**config.mk**
```make
export PLATFORM = sky130hd
export DESIGN_NAME = pxbar_core
export DESIGN_NICKNAME = d
export VERILOG_FILES = /design/src/hdl/pxbar_pkg.sv /design/src/hdl/pxbar_core.sv
export VERILOG_INCLUDE_DIRS = /design/src /design/src/hdl
export SDC_FILE = /design/constraint.sdc
export NUM_CORES = 2
export LEC_CHECK = 0
export ABC_AREA = 1
export BUFFER_PORTS_ARGS = -buffer_cell sky130_fd_sc_hd__clkbuf_2
export CAP_MARGIN = 15
export CELL_PAD_IN_SITES_DETAIL_PLACEMENT = 1
export CELL_PAD_IN_SITES_GLOBAL_PLACEMENT = 1
export CORE_ASPECT_RATIO = 0.75
export CORE_UTILIZATION = 30
export CTS_CLUSTER_SIZE = 40
export DETAILED_ROUTE_END_ITERATION = 12
export HOLD_SLACK_MARGIN = 0.02
export MAX_ROUTING_LAYER = met4
export PLACE_DENSITY = 0.62
export SYNTH_ARGS = -nofsm -noshare
export SYNTH_HDL_FRONTEND = slang
export SYNTH_SLANG_ARGS = --single-unit
```
**constraint.sdc**
```tcl
create_clock -name clk -period 32.6 [get_ports clk]
set_input_delay 6.52 -clock clk [delete_from_list [all_inputs] [get_ports clk]]
set_output_delay 6.52 -clock clk [all_outputs]
set_load 0.05 [all_outputs]
```
**src/hdl/pxbar_map.svh**
```systemverilog
/*
  constants of the port crossbar block: register addresses, field positions,
  reset values and peripheral signal indices in priority order.
  assumes an 8-bit special-function-register address space.
*/
`ifndef PXBAR_MAP_SVH
`define PXBAR_MAP_SVH

// register addresses
`define PXB_ADDR_P0_LATCH 8'h80
`define PXB_ADDR_P1_LATCH 8'h90
`define PXB_ADDR_P0_MODE 8'ha4
`define PXB_ADDR_P1_MODE 8'ha5
`define PXB_ADDR_P1_ANALOG 8'had
`define PXB_ADDR_ROUTE_A 8'he1
`define PXB_ADDR_ROUTE_B 8'he2
`define PXB_ADDR_ROUTE_C 8'he3
`define PXB_ADDR_ROUTE_D 8'he4

// reset values
`define PXB_RST_LATCH 8'hff
`define PXB_RST_MODE 8'h00
`define PXB_RST_ANALOG 8'hff
`define PXB_RST_ROUTE 8'h00

// writable masks
`define PXB_WMASK_ROUTE_C 8'hdf
`define PXB_WMASK_ROUTE_D 8'h8f

// field positions
`define PXB_A_CMP0 7
`define PXB_A_ECI 6
`define PXB_A_CEX_HI 5
`define PXB_A_CEX_LO 3
`define PXB_A_SER_A 2
`define PXB_A_SYNC 1
`define PXB_A_TWO_WIRE 0
`define PXB_C_PUD 7
`define PXB_C_XBAR 6
`define PXB_C_T4EX 4
`define PXB_C_T4 3
`define PXB_C_SER_B 2
`define PXB_C_MEMIF_LOW 1
`define PXB_C_CONV0 0
`define PXB_D_CAN_PP 7
`define PXB_D_CMP2 3
`define PXB_D_CONV2 2
`define PXB_D_T3EX 1
`define PXB_D_T3 0

// peripheral signals, highest priority first
`define PXB_SIG_N 33
`define PXB_SIG_SER_A_RX 1
`define PXB_SIG_NSS 5
`define PXB_SIG_SDA 6
`define PXB_SIG_SCL 7
`define PXB_SIG_SER_B_RX 9
`define PXB_SIG_COUNTER_MODULE0_OUTPUT 10
`define PXB_CEX_N 6
`define PXB_SIG_BASE_B 16

`define PXB_PINS 16

`endif

```
**src/hdl/pxbar_pkg.sv**
```systemverilog
/*
  types of the port crossbar block.
  assumes pxbar_map.svh is on the include path.
*/
`default_nettype none
`include "pxbar_map.svh"

package pxbar_pkg;

  typedef struct packed {
    logic [7:0] p0Latch;
    logic [7:0] p1Latch;
    logic [7:0] p0Mode;
    logic [7:0] p1Mode;
    logic [7:0] p1Analog;
    logic [7:0] routeA;
    logic [7:0] routeB;
    logic [7:0] routeC;
    logic [7:0] routeD;
  } pxbar_regs_s;

  typedef struct packed {
    logic [`PXB_PINS-1:0] out;
    logic [`PXB_PINS-1:0] oe;
    logic [`PXB_PINS-1:0] pullupEn;
  } pxbar_pins_s;

  typedef struct packed {
    pxbar_regs_s regs;
    logic [`PXB_PINS-1:0] syncA;
    logic [`PXB_PINS-1:0] syncB;
    logic [`PXB_PINS-1:0] assigned;
    logic [7:0] rdData;
    pxbar_pins_s pins;
    logic [`PXB_SIG_N-1:0] periphIn;
    logic canTxOut;
    logic canTxOe;
  } pxbar_state_s;

endpackage

`default_nettype wire

```
**src/hdl/pxbar_core.sv**
```systemverilog
/*
  port crossbar: routing registers, port 0/1 latches and drive modes, priority
  assignment of peripheral signals onto the 16 pins of ports 0 and 1, pin drive,
  weak pull-ups and pin read-back.
  assumes the cpu register bus, peripherals and memory interface run on clk;
  pin levels arrive asynchronously; the pad resolves out/oe and the pull-up.
*/
// Behaviour
// - counter field value N routes capture modules 0..N-1 onto N pins; value 7 routes the same six modules as 6
// - first serial port bit puts transmit on port0 pin0, receive on pin1
// - sync serial bit routes four signals; select line omitted in three-wire mode
// - two-wire bit routes data and clock; clear means neither reaches a pin
// - first register bit7 routes comparator 0, bit6 routes counter input
// - second register bits route inverted_system_clock, timers, interrupts and comparator 1
// - pull-up disable bit one turns all weak pull-ups off
// - crossbar enable clear forces every pin to input
// - third register bit5 reads zero, writes ignored
// - third register routes timer 4 inputs, second serial port, converter 0 start
// - low-port bit clear leaves port0 pins 5..7 to crossbar or latches
// - low-port set, multiplexed memory mode: pins 7,6,5 skipped
// - low-port set, non-multiplexed mode: only pins 7,6 skipped
// - can transmit mode bit: 0 open-drain, 1 push-pull
// - fourth register routes comparator 2, converter 2, timer 3; bits 6..4 read-only
// - latch 0 drives low, 1 drives high only in push-pull
// - port data read returns pin levels regardless of routing
// - port0 drive mode bit: 0 open-drain, 1 push-pull
// - two-wire pins and mode-0 serial receive pins always open-drain
// - analog port1 pins skipped, digital input off, driver follows latch
// - non-multiplexed memory mode may drive port1 as high address
// - signals take the next non-skipped pin in fixed priority order
// - analog pin reads zero and has its pull-up off
`timescale 1ns/10ps
`default_nettype none
`include "pxbar_map.svh"

module pxbar_core #(
  parameter int unsigned PORT_PINS = 16
) (
  input wire logic clk,
  input wire logic srst,
  input wire logic sfrWr,
  input wire logic sfrRd,
  input wire logic [7:0] sfrAddr,
  input wire logic [7:0] sfrWdata,
  output logic [7:0] sfrRdata,
  input wire logic [`PXB_PINS-1:0] pinIn,
  output logic [`PXB_PINS-1:0] pinOut,
  output logic [`PXB_PINS-1:0] pinOe,
  output logic [`PXB_PINS-1:0] pinPullupEn,
  input wire logic [`PXB_SIG_N-1:0] periphOut,
  input wire logic [`PXB_SIG_N-1:0] periphDrive,
  output logic [`PXB_SIG_N-1:0] periphIn,
  input wire logic spiThreeWire,
  input wire logic serialAMode0,
  input wire logic serialBMode0,
  input wire logic memifNonmuxSelect,
  input wire logic memifActive,
  input wire logic [2:0] memifCtrlOut,
  input wire logic [7:0] memifAddrHigh,
  input wire logic canTxValue,
  output logic canTxOut,
  output logic canTxOe
);

  if (PORT_PINS != `PXB_PINS) begin : gBadPins
    $error("pxbar_core serves exactly 16 port pins");
  end

  pxbar_pkg::pxbar_state_s st_q;
  pxbar_pkg::pxbar_state_s st_d;

  ////////////////////////////////////////////////////////////////////////////
  // peripheral enables in priority order

  logic [`PXB_SIG_N-1:0] sigEn;
  logic [7:0] rA;
  logic [7:0] rB;
  logic [7:0] rC;
  logic [7:0] rD;

  assign rA = st_q.regs.routeA;
  assign rB = st_q.regs.routeB;
  assign rC = st_q.regs.routeC;
  assign rD = st_q.regs.routeD;

  assign sigEn[1:0] = {2{rA[`PXB_A_SER_A]}};
  assign sigEn[4:2] = {3{rA[`PXB_A_SYNC]}};
  assign sigEn[`PXB_SIG_NSS] = rA[`PXB_A_SYNC] & ~spiThreeWire;
  assign sigEn[`PXB_SIG_SCL:`PXB_SIG_SDA] = {2{rA[`PXB_A_TWO_WIRE]}};
  assign sigEn[9:8] = {2{rC[`PXB_C_SER_B]}};

  genvar gi;
  for (gi = 0; gi < `PXB_CEX_N; gi++) begin : gCex
    assign sigEn[`PXB_SIG_COUNTER_MODULE0_OUTPUT+gi] = (rA[`PXB_A_CEX_HI:`PXB_A_CEX_LO] > 3'(gi));
  end

  assign sigEn[16] = rA[`PXB_A_ECI];
  assign sigEn[17] = rA[`PXB_A_CMP0];
  // comparator 1, timer 0, int 0, timer 1, int 1, timer 2, timer 2 ext
  assign sigEn[24:18] = rB[6:0];
  assign sigEn[25] = rC[`PXB_C_T4];
  assign sigEn[26] = rC[`PXB_C_T4EX];
  assign sigEn[27] = rB[7];
  assign sigEn[28] = rC[`PXB_C_CONV0];
  assign sigEn[29] = rD[`PXB_D_T3];
  assign sigEn[30] = rD[`PXB_D_T3EX];
  assign sigEn[31] = rD[`PXB_D_CMP2];
  assign sigEn[32] = rD[`PXB_D_CONV2];

  ////////////////////////////////////////////////////////////////////////////
  // next state

  always_comb begin
    logic [`PXB_SIG_N-1:0] rem;
    logic [`PXB_PINS-1:0] skip;
    logic [`PXB_PINS-1:0] pinRead;
    logic [`PXB_PINS-1:0] latch;
    logic [`PXB_PINS-1:0] mode;
    logic [5:0] sel;
    logic found;
    logic xbar;
    logic lowPort;
    logic drv;
    logic val;
    logic forceOd;
    rem = sigEn;
    skip = '0;
    pinRead = '0;
    latch = {st_q.regs.p1Latch, st_q.regs.p0Latch};
    mode = {st_q.regs.p1Mode, st_q.regs.p0Mode};
    sel = '0;
    found = 1'b0;
    xbar = rC[`PXB_C_XBAR];
    lowPort = rC[`PXB_C_MEMIF_LOW];
    drv = 1'b0;
    val = 1'b0;
    forceOd = 1'b0;
    st_d = st_q;

    // register writes take effect on the next edge
    if (sfrWr) begin
      case (sfrAddr)
        `PXB_ADDR_P0_LATCH: st_d.regs.p0Latch = sfrWdata;
        `PXB_ADDR_P1_LATCH: st_d.regs.p1Latch = sfrWdata;
        `PXB_ADDR_P0_MODE: st_d.regs.p0Mode = sfrWdata;
        `PXB_ADDR_P1_MODE: st_d.regs.p1Mode = sfrWdata;
        `PXB_ADDR_P1_ANALOG: st_d.regs.p1Analog = sfrWdata;
        `PXB_ADDR_ROUTE_A: st_d.regs.routeA = sfrWdata;
        `PXB_ADDR_ROUTE_B: st_d.regs.routeB = sfrWdata;
        `PXB_ADDR_ROUTE_C: st_d.regs.routeC = sfrWdata & `PXB_WMASK_ROUTE_C;
        `PXB_ADDR_ROUTE_D: st_d.regs.routeD = sfrWdata & `PXB_WMASK_ROUTE_D;
        default: st_d.regs = st_q.regs;
      endcase
    end

    // pin synchronisers; analog port1 pins read zero
    st_d.syncA = pinIn;
    st_d.syncB = st_q.syncA;
    pinRead = st_q.syncB & {st_q.regs.p1Analog, 8'hff};

    // pin skipping
    skip[7] = lowPort;
    skip[6] = lowPort;
    skip[5] = lowPort & ~memifNonmuxSelect;
    skip[15:8] = ~st_q.regs.p1Analog;

    st_d.periphIn = '1;
    for (int p = 0; p < `PXB_PINS; p++) begin
      found = 1'b0;
      sel = '0;
      if (!skip[p]) begin
        for (int s = 0; s < `PXB_SIG_N; s++) begin
          if (!found && rem[s]) begin
            found = 1'b1;
            sel = 6'(s);
          end
        end
      end
      if (found) begin
        rem[sel] = 1'b0;
      end
      found = found & xbar;
      st_d.assigned[p] = found;

      // drive source: routed peripheral, memory interface or latch
      drv = 1'b1;
      val = latch[p];
      forceOd = 1'b0;
      if (found) begin
        drv = periphDrive[sel];
        val = periphOut[sel];
        st_d.periphIn[sel] = st_q.syncB[p];
        forceOd = (sel == 6'(`PXB_SIG_SDA)) || (sel == 6'(`PXB_SIG_SCL)) ||
                  (sel == 6'(`PXB_SIG_SER_A_RX) && serialAMode0) ||
                  (sel == 6'(`PXB_SIG_SER_B_RX) && serialBMode0);
      end else if (memifActive && skip[p] && p >= 5 && p < 8) begin
        val = memifCtrlOut[p-5];
      end else if (memifActive && memifNonmuxSelect && p >= 8) begin
        val = memifAddrHigh[p-8];
      end
      st_d.pins.out[p] = val;
      st_d.pins.oe[p] = xbar & drv & (~val | (mode[p] & ~forceOd));
    end

    st_d.pins.pullupEn = {PORT_PINS{~rC[`PXB_C_PUD]}} & {st_q.regs.p1Analog, 8'hff};

    st_d.canTxOut = canTxValue;
    st_d.canTxOe = ~canTxValue | rD[`PXB_D_CAN_PP];

    // read data; unmapped addresses read zero
    st_d.rdData = st_q.rdData;
    if (sfrRd) begin
      case (sfrAddr)
        `PXB_ADDR_P0_LATCH: st_d.rdData = pinRead[7:0];
        `PXB_ADDR_P1_LATCH: st_d.rdData = pinRead[15:8];
        `PXB_ADDR_P0_MODE: st_d.rdData = st_q.regs.p0Mode;
        `PXB_ADDR_P1_MODE: st_d.rdData = st_q.regs.p1Mode;
        `PXB_ADDR_P1_ANALOG: st_d.rdData = st_q.regs.p1Analog;
        `PXB_ADDR_ROUTE_A: st_d.rdData = rA;
        `PXB_ADDR_ROUTE_B: st_d.rdData = rB;
        `PXB_ADDR_ROUTE_C: st_d.rdData = rC;
        `PXB_ADDR_ROUTE_D: st_d.rdData = rD;
        default: st_d.rdData = 8'h00;
      endcase
    end
  end

  ////////////////////////////////////////////////////////////////////////////
  // state register

  always_ff @(posedge clk) begin
    if (srst) begin
      st_q.regs.p0Latch <= `PXB_RST_LATCH;
      st_q.regs.p1Latch <= `PXB_RST_LATCH;
      st_q.regs.p0Mode <= `PXB_RST_MODE;
      st_q.regs.p1Mode <= `PXB_RST_MODE;
      st_q.regs.p1Analog <= `PXB_RST_ANALOG;
      st_q.regs.routeA <= `PXB_RST_ROUTE;
      st_q.regs.routeB <= `PXB_RST_ROUTE;
      st_q.regs.routeC <= `PXB_RST_ROUTE;
      st_q.regs.routeD <= `PXB_RST_ROUTE;
      st_q.syncA <= '0;
      st_q.syncB <= '0;
      st_q.assigned <= '0;
      st_q.rdData <= 8'h00;
      st_q.pins.out <= '1;
      st_q.pins.oe <= '0;
      st_q.pins.pullupEn <= '1;
      st_q.periphIn <= '1;
      st_q.canTxOut <= 1'b1;
      st_q.canTxOe <= 1'b0;
    end else begin
      st_q <= st_d;
    end
  end

  assign sfrRdata = st_q.rdData;
  assign pinOut = st_q.pins.out;
  assign pinOe = st_q.pins.oe;
  assign pinPullupEn = st_q.pins.pullupEn;
  assign periphIn = st_q.periphIn;
  assign canTxOut = st_q.canTxOut;
  assign canTxOe = st_q.canTxOe;
endmodule

`default_nettype wire

```
* Word level (Yosys, flattened, before mapping)
Cells that the tools add are included.
W data, S select, Z words.
** Word-level totals
- Register bits after elaboration :: 191
- Input port bits :: 119
- Output and inout port bits :: 91
- Logic and storage cells :: 3030
** Operators by class
- Order comparisons :: 38
- Eq/ne operators :: 73
- Muxes and demuxes :: 1616
- Bitwise operators :: 153
- Reductions and logical operators :: 1132
** Operators with widths (number)
- $mux W6 :: 507
- $mux W33 :: 31
- $mux W1 :: 1014
- $logic_and A1 B1 Y1 :: 563
- $logic_not A1 Y1 :: 512
- $and A33 B33 Y33 :: 15
- $bwmux W33 :: 15
- $not A33 Y33 :: 15
- $bmux W1 S6 :: 32
- $eq A6 B3 Y1 const B :: 32
- $lt A6 B7 Y1 const B :: 16
- $demux W1 S6 :: 16
- $eq A6 B1 Y1 const B :: 16
- $eq A6 B4 Y1 const B :: 16
- $ge A6 B1 Y1 const B :: 16
- $eq A8 B8 Y1 const B :: 9
- $pmux W8 S9 :: 1
- $and A1 B1 Y1 :: 66
- $logic_or A1 B1 Y1 :: 48
- $not A1 Y1 :: 36
- $or A33 B33 Y33 :: 1
- $and A16 B16 Y16 :: 2
- $reduce_and A2 Y1 :: 9
- $or A1 B1 Y1 :: 17
- other kinds (4) :: 7

* Longest topological paths before layout
- Word-level depth :: 2029
- Mapped depth :: 250
- Gate-level depth less buffers :: 249

* Worst setup path before layout
No wires, ideal clock.
- Kind :: input-to-reg
- Start :: in spiThreeWire
- End :: reg st_q (netlist bit pinOe[15])
- Setup time :: 115 ps
- Arrival time :: 29775 ps
- Required time :: 32485 ps
- Setup slack :: 2710 ps
- Cell stages on the path :: 213
- Buffers on the path :: 2
- Path through :: inv_4 -> o21ai_1 -> nand3_1 -> nor2_8 -> nand4_2 -> nor2_4 -> nand3_2 -> nor2_2 -> inv_1 -> nand2_4 -> nand2_4 -> nor2_1 -> nand2_2 -> nor2_2 -> nand3_2 -> nor2_2 -> nand3_2 -> nor2_4 -> (+177 left out) -> nand4_1 -> nor2_1 -> nand4_1 -> nand2_4 -> nand2_8 -> buf_12 -> nand2_1 -> nand3_2 -> nand2_1 -> nand2_1 -> nand2_1 -> inv_1 -> nand2_1 -> nand2_1 -> nand2_1 -> nand2_1 -> nand2_1 -> a21oi_2
** RTL lines
- from (decl) :: line pxbar_core.sv:53 : input wire logic spiThreeWire,
- to (signal assigned) :: line pxbar_core.sv:253 : st_q <= st_d;
- to (decl) :: line pxbar_core.sv:69 : pxbar_pkg::pxbar_state_s st_q;

==> results.sh <==
export IMPL_outcome="finished with violations"
export IMPL_violations="setup timing"
export IMPL_cts_buffer_depth=2
export IMPL_crit_start="spiThreeWire"
export IMPL_drt_iter0_markers=7195
export IMPL_slew_headroom=0.0984
export IMPL_swShare=0.417
export IMPL_reg2reg_from="rA[1]"
export IMPL_clock_root_buffer="clkbuf_16"
export IMPL_place_area_sq_mm=0.0439
export IMPL_nets=7325
export IMPL_place_gp_congestion=1.07
export IMPL_cp_start_kind="input pin"
export IMPL_layout_area_overhead_vs_synth_pct=32.6
export IMPL_crit_path_max_incr_delay_ns=0.37
export IMPL_endpoint_kind="flop"
export IMPL_fin_crit_ns=33.68
export IMPL_syn_inst=6155
export IMPL_num_vias=52200
export IMPL_worstPathMaxFanout=7
export IMPL_ys_flop_type="dfxtp_1"
export IMPL_leakagePower_nw=23.0
export IMPL_setup_violations=30
export IMPL_clkTransAtPathRegs_ns=0.11
export IMPL_dr_pass1_iters=9
export IMPL_max_cap_viol_count=0
export IMPL_finalClockSkew_ns=0.0279
export IMPL_grt_pass1_vias=48700
export IMPL_start_util=0.303
export IMPL_hp_class="reg2reg"
export IMPL_grt_pass1_wl_um=346000
export IMPL_drv_slew=0
export IMPL_synth_seq_cells=184
export IMPL_setup_ws_ns=-1.08
export IMPL_power_density_mw_per_mm2=13.0
export IMPL_worstPathRequired_ns=33.12
export IMPL_ys_seq_area_frac=0.103
export IMPL_fmax_mhz=29.7
export IMPL_antenna_found_initial=18
export IMPL_rsz0062_at_grt="yes"
export IMPL_core_area_sq_mm=0.118
export IMPL_r2r_cells=212
export IMPL_grt_usage=0.406
export IMPL_rows=109
export IMPL_cts_sinks=184
export IMPL_drtAntennaViolNets=0
export IMPL_wl_per_cell_um=28.3
export IMPL_async_reset_ff_frac=0
export IMPL_crit_arrival_ns=34.20
export IMPL_synth_area_sq_mm=0.0357
export IMPL_clockPowerShare=0.414
export IMPL_min_delay_start="st_d[114]"
export IMPL_totalWireLength_um=249000
export IMPL_critPathKind="in2reg"
export IMPL_fin_crit_sh=1.03
export IMPL_mostFrequentLayoutCells="buf_4, nand2_1, nor2_1, inv_1, o21ai_0"
export IMPL_drc=0
export IMPL_cts_hold_buf=0
export IMPL_hold_viol_final=0
export IMPL_crit_path_frequent_cell="nand4_1"
export IMPL_dpl_hpwl_um=195000
export IMPL_die_x_um=400
export IMPL_post_route_cell_area_sq_mm=0.0473
export IMPL_ys_types=99
export IMPL_p_comb_frac=0.212
export IMPL_peakVddDrop_uv=52.7
export IMPL_cts_tree="built"
export IMPL_clk_latency_ns=0.59
export IMPL_cp_slowest_cell="a2111oi_1"
export IMPL_dp_slack_ns=-1.74
export IMPL_overflow=0
export IMPL_die_area_sq_mm=0.120
export IMPL_routed_via_density=5.94
export IMPL_p_seq_frac=0.375
export IMPL_yosys_warnings=0
export IMPL_worst_slew_pin_slew_ns=1.34
export IMPL_grt_max_degree=164
export IMPL_die_h_um=301
export IMPL_setup_tns_ns=-27.26
export IMPL_hold_depth=2
export IMPL_final_common_cell="buf_4"
export IMPL_p_int_w=0.000359
export IMPL_numCtsBuffers=17
export IMPL_p_sw_w=0.000257
export IMPL_synth_edff_count=0
export IMPL_syn_avg_cell_area_sq_um=5.79
export IMPL_ios=210
export IMPL_io_buffers=209
export IMPL_htreeDepth=4
export IMPL_synthesis_nets=6274
export IMPL_drive_gt1_frac=0.336
-- power by group through the flow --
stage	Sequential, W	Combinational, W	Clock, W
2_1_floorplan	0.000234	0.0000576	0
3_3_place_gp	0.000236	0.000118	0
3_5_place_dp	0.000236	0.000118	0
4_1_cts	0.000231	0.000118	0.000260
5_1_grt	0.000231	0.000129	0.000264
6_report	0.000231	0.000130	0.000255
-- state kept, by name, indices dropped and copies added (netlist names) --
| register | cells |
|---|---|
| pinOe | 16 |
| periphIn | 33 |
| rA | 8 |
| pinOut | 16 |
| canTxOe | 1 |
| rB | 8 |
| canTxOut | 1 |
| rD | 5 |
| rC | 7 |
| sfrRdata | 8 |
| pinPullupEn | 9 |
| st_d | 16 |
| st_q | 56 |
-- path summary, 6_finish.rpt --
| path | to | slack [ns] |
|---|---|---|
| min reg2reg | st_q[114] | 0.41 |
| max reg2reg | pinOe[15] | 3.43 |
| max | pinOe[15] | -1.08 |
| min | st_q[114] | 0.41 |
-- layout make-up --
cell class	count	area, sq um
timing repair buffer	1401	10200
sequential	184	3690
antenna	13	32.5
clock inverter	15	196
inverter	905	3640
tap	1554	1940
multi-input combinational	4697	27100
clock buffer	17	425
fill	15900	70500
-- synth_stat cells (8+ instances only) --
cell,n,share of area
mux2i_1,19,0.0053
inv_4,8,0.0014
o221ai_1,188,0.046
a31oi_1,35,0.0061
buf_6,25,0.0079
o31ai_1,54,0.011
nand2_4,66,0.021
nand3_1,403,0.057
o211ai_1,79,0.017
nor2_2,182,0.032
a21oi_2,13,0.0032
inv_1,716,0.075
o41ai_1,15,0.0037
o21ai_0,569,0.080
clkbuf_8,63,0.024
clkinv_2,16,0.0022
o21ai_1,53,0.0074
o22ai_1,91,0.016
buf_1,14,0.0015
nor2_4,37,0.012
nand3_2,52,0.015
clkbuf_1,143,0.015
a22oi_1,11,0.0023
o311ai_0,18,0.0044
o2111ai_1,25,0.0061
nand4_2,41,0.014
nand3b_1,9,0.0019
nor3_1,44,0.0062
nor2_1,826,0.087
inv_2,102,0.011
a21oi_1,431,0.060
nand4_1,187,0.033
dfxtp_1,184,0.10
bufinv_8,8,0.0039
nand2_2,177,0.031
nand2_1,915,0.096
o21ai_2,11,0.0027
buf_4,97,0.020
clkinv_1,43,0.0045
nor4_1,26,0.0046
-- what timing repair did --
| item | 4_1_cts | 5_1_grt |
|---|---|---|
| cloned | 0 | 2 |
| setup buffers | 32 | 101 |
| endpoints found under the setup margin | 30 | 32 |
| pin swaps | 32 | 156 |
| resized for setup | 69 | 326 |
-- layer usage --
| layer | wire, um | share of wire | GRT usage | up-vias |
|---|---|---|---|---|
| li1 | - | - | - | 23200 |
| met1 | 113000 | 0.46 | 0.585 | 25400 |
| met2 | 94100 | 0.38 | 0.525 | 3131 |
| met3 | 32400 | 0.13 | 0.126 | 522 |
| met4 | 8960 | 0.036 | 0.118 | 0 |
| met5 | 0 | 0 | - | - |
-- critical path, delay by kind of cell --
kind | cells | cell delay, ns
compound gates | 15 | 2.44
buf+inv | 18 | 2.07
simple gates | 179 | 23.15
-- cell families (layout without fill, tap and decap cells) --
kind of cell,after synthesis,count (layout),synth area share
buffers and inverters,1276,2338,0.179
DFF,184,184,0.103
AOI/OAI and AO/OA,1668,1668,0.288
muxes,21,21,0.00596
and+or+nand+nor,3006,3008,0.425
other,0,13,0
-- metrics by stage --
step           hold slack (ns)   util  cells  power, W
3_5_place_dp             0.398  0.373   8603  0.000354
3_3_place_gp             0.393  0.373   8602  0.000353
6_report                 0.407  0.401   8786  0.000617
5_1_grt                  0.428  0.401   8784  0.000623
4_1_cts                  0.412  0.383   8667  0.000609
2_1_floorplan            0.388      -   6155  0.000291
Note: power is estimated with default switching activity, not from simulation.
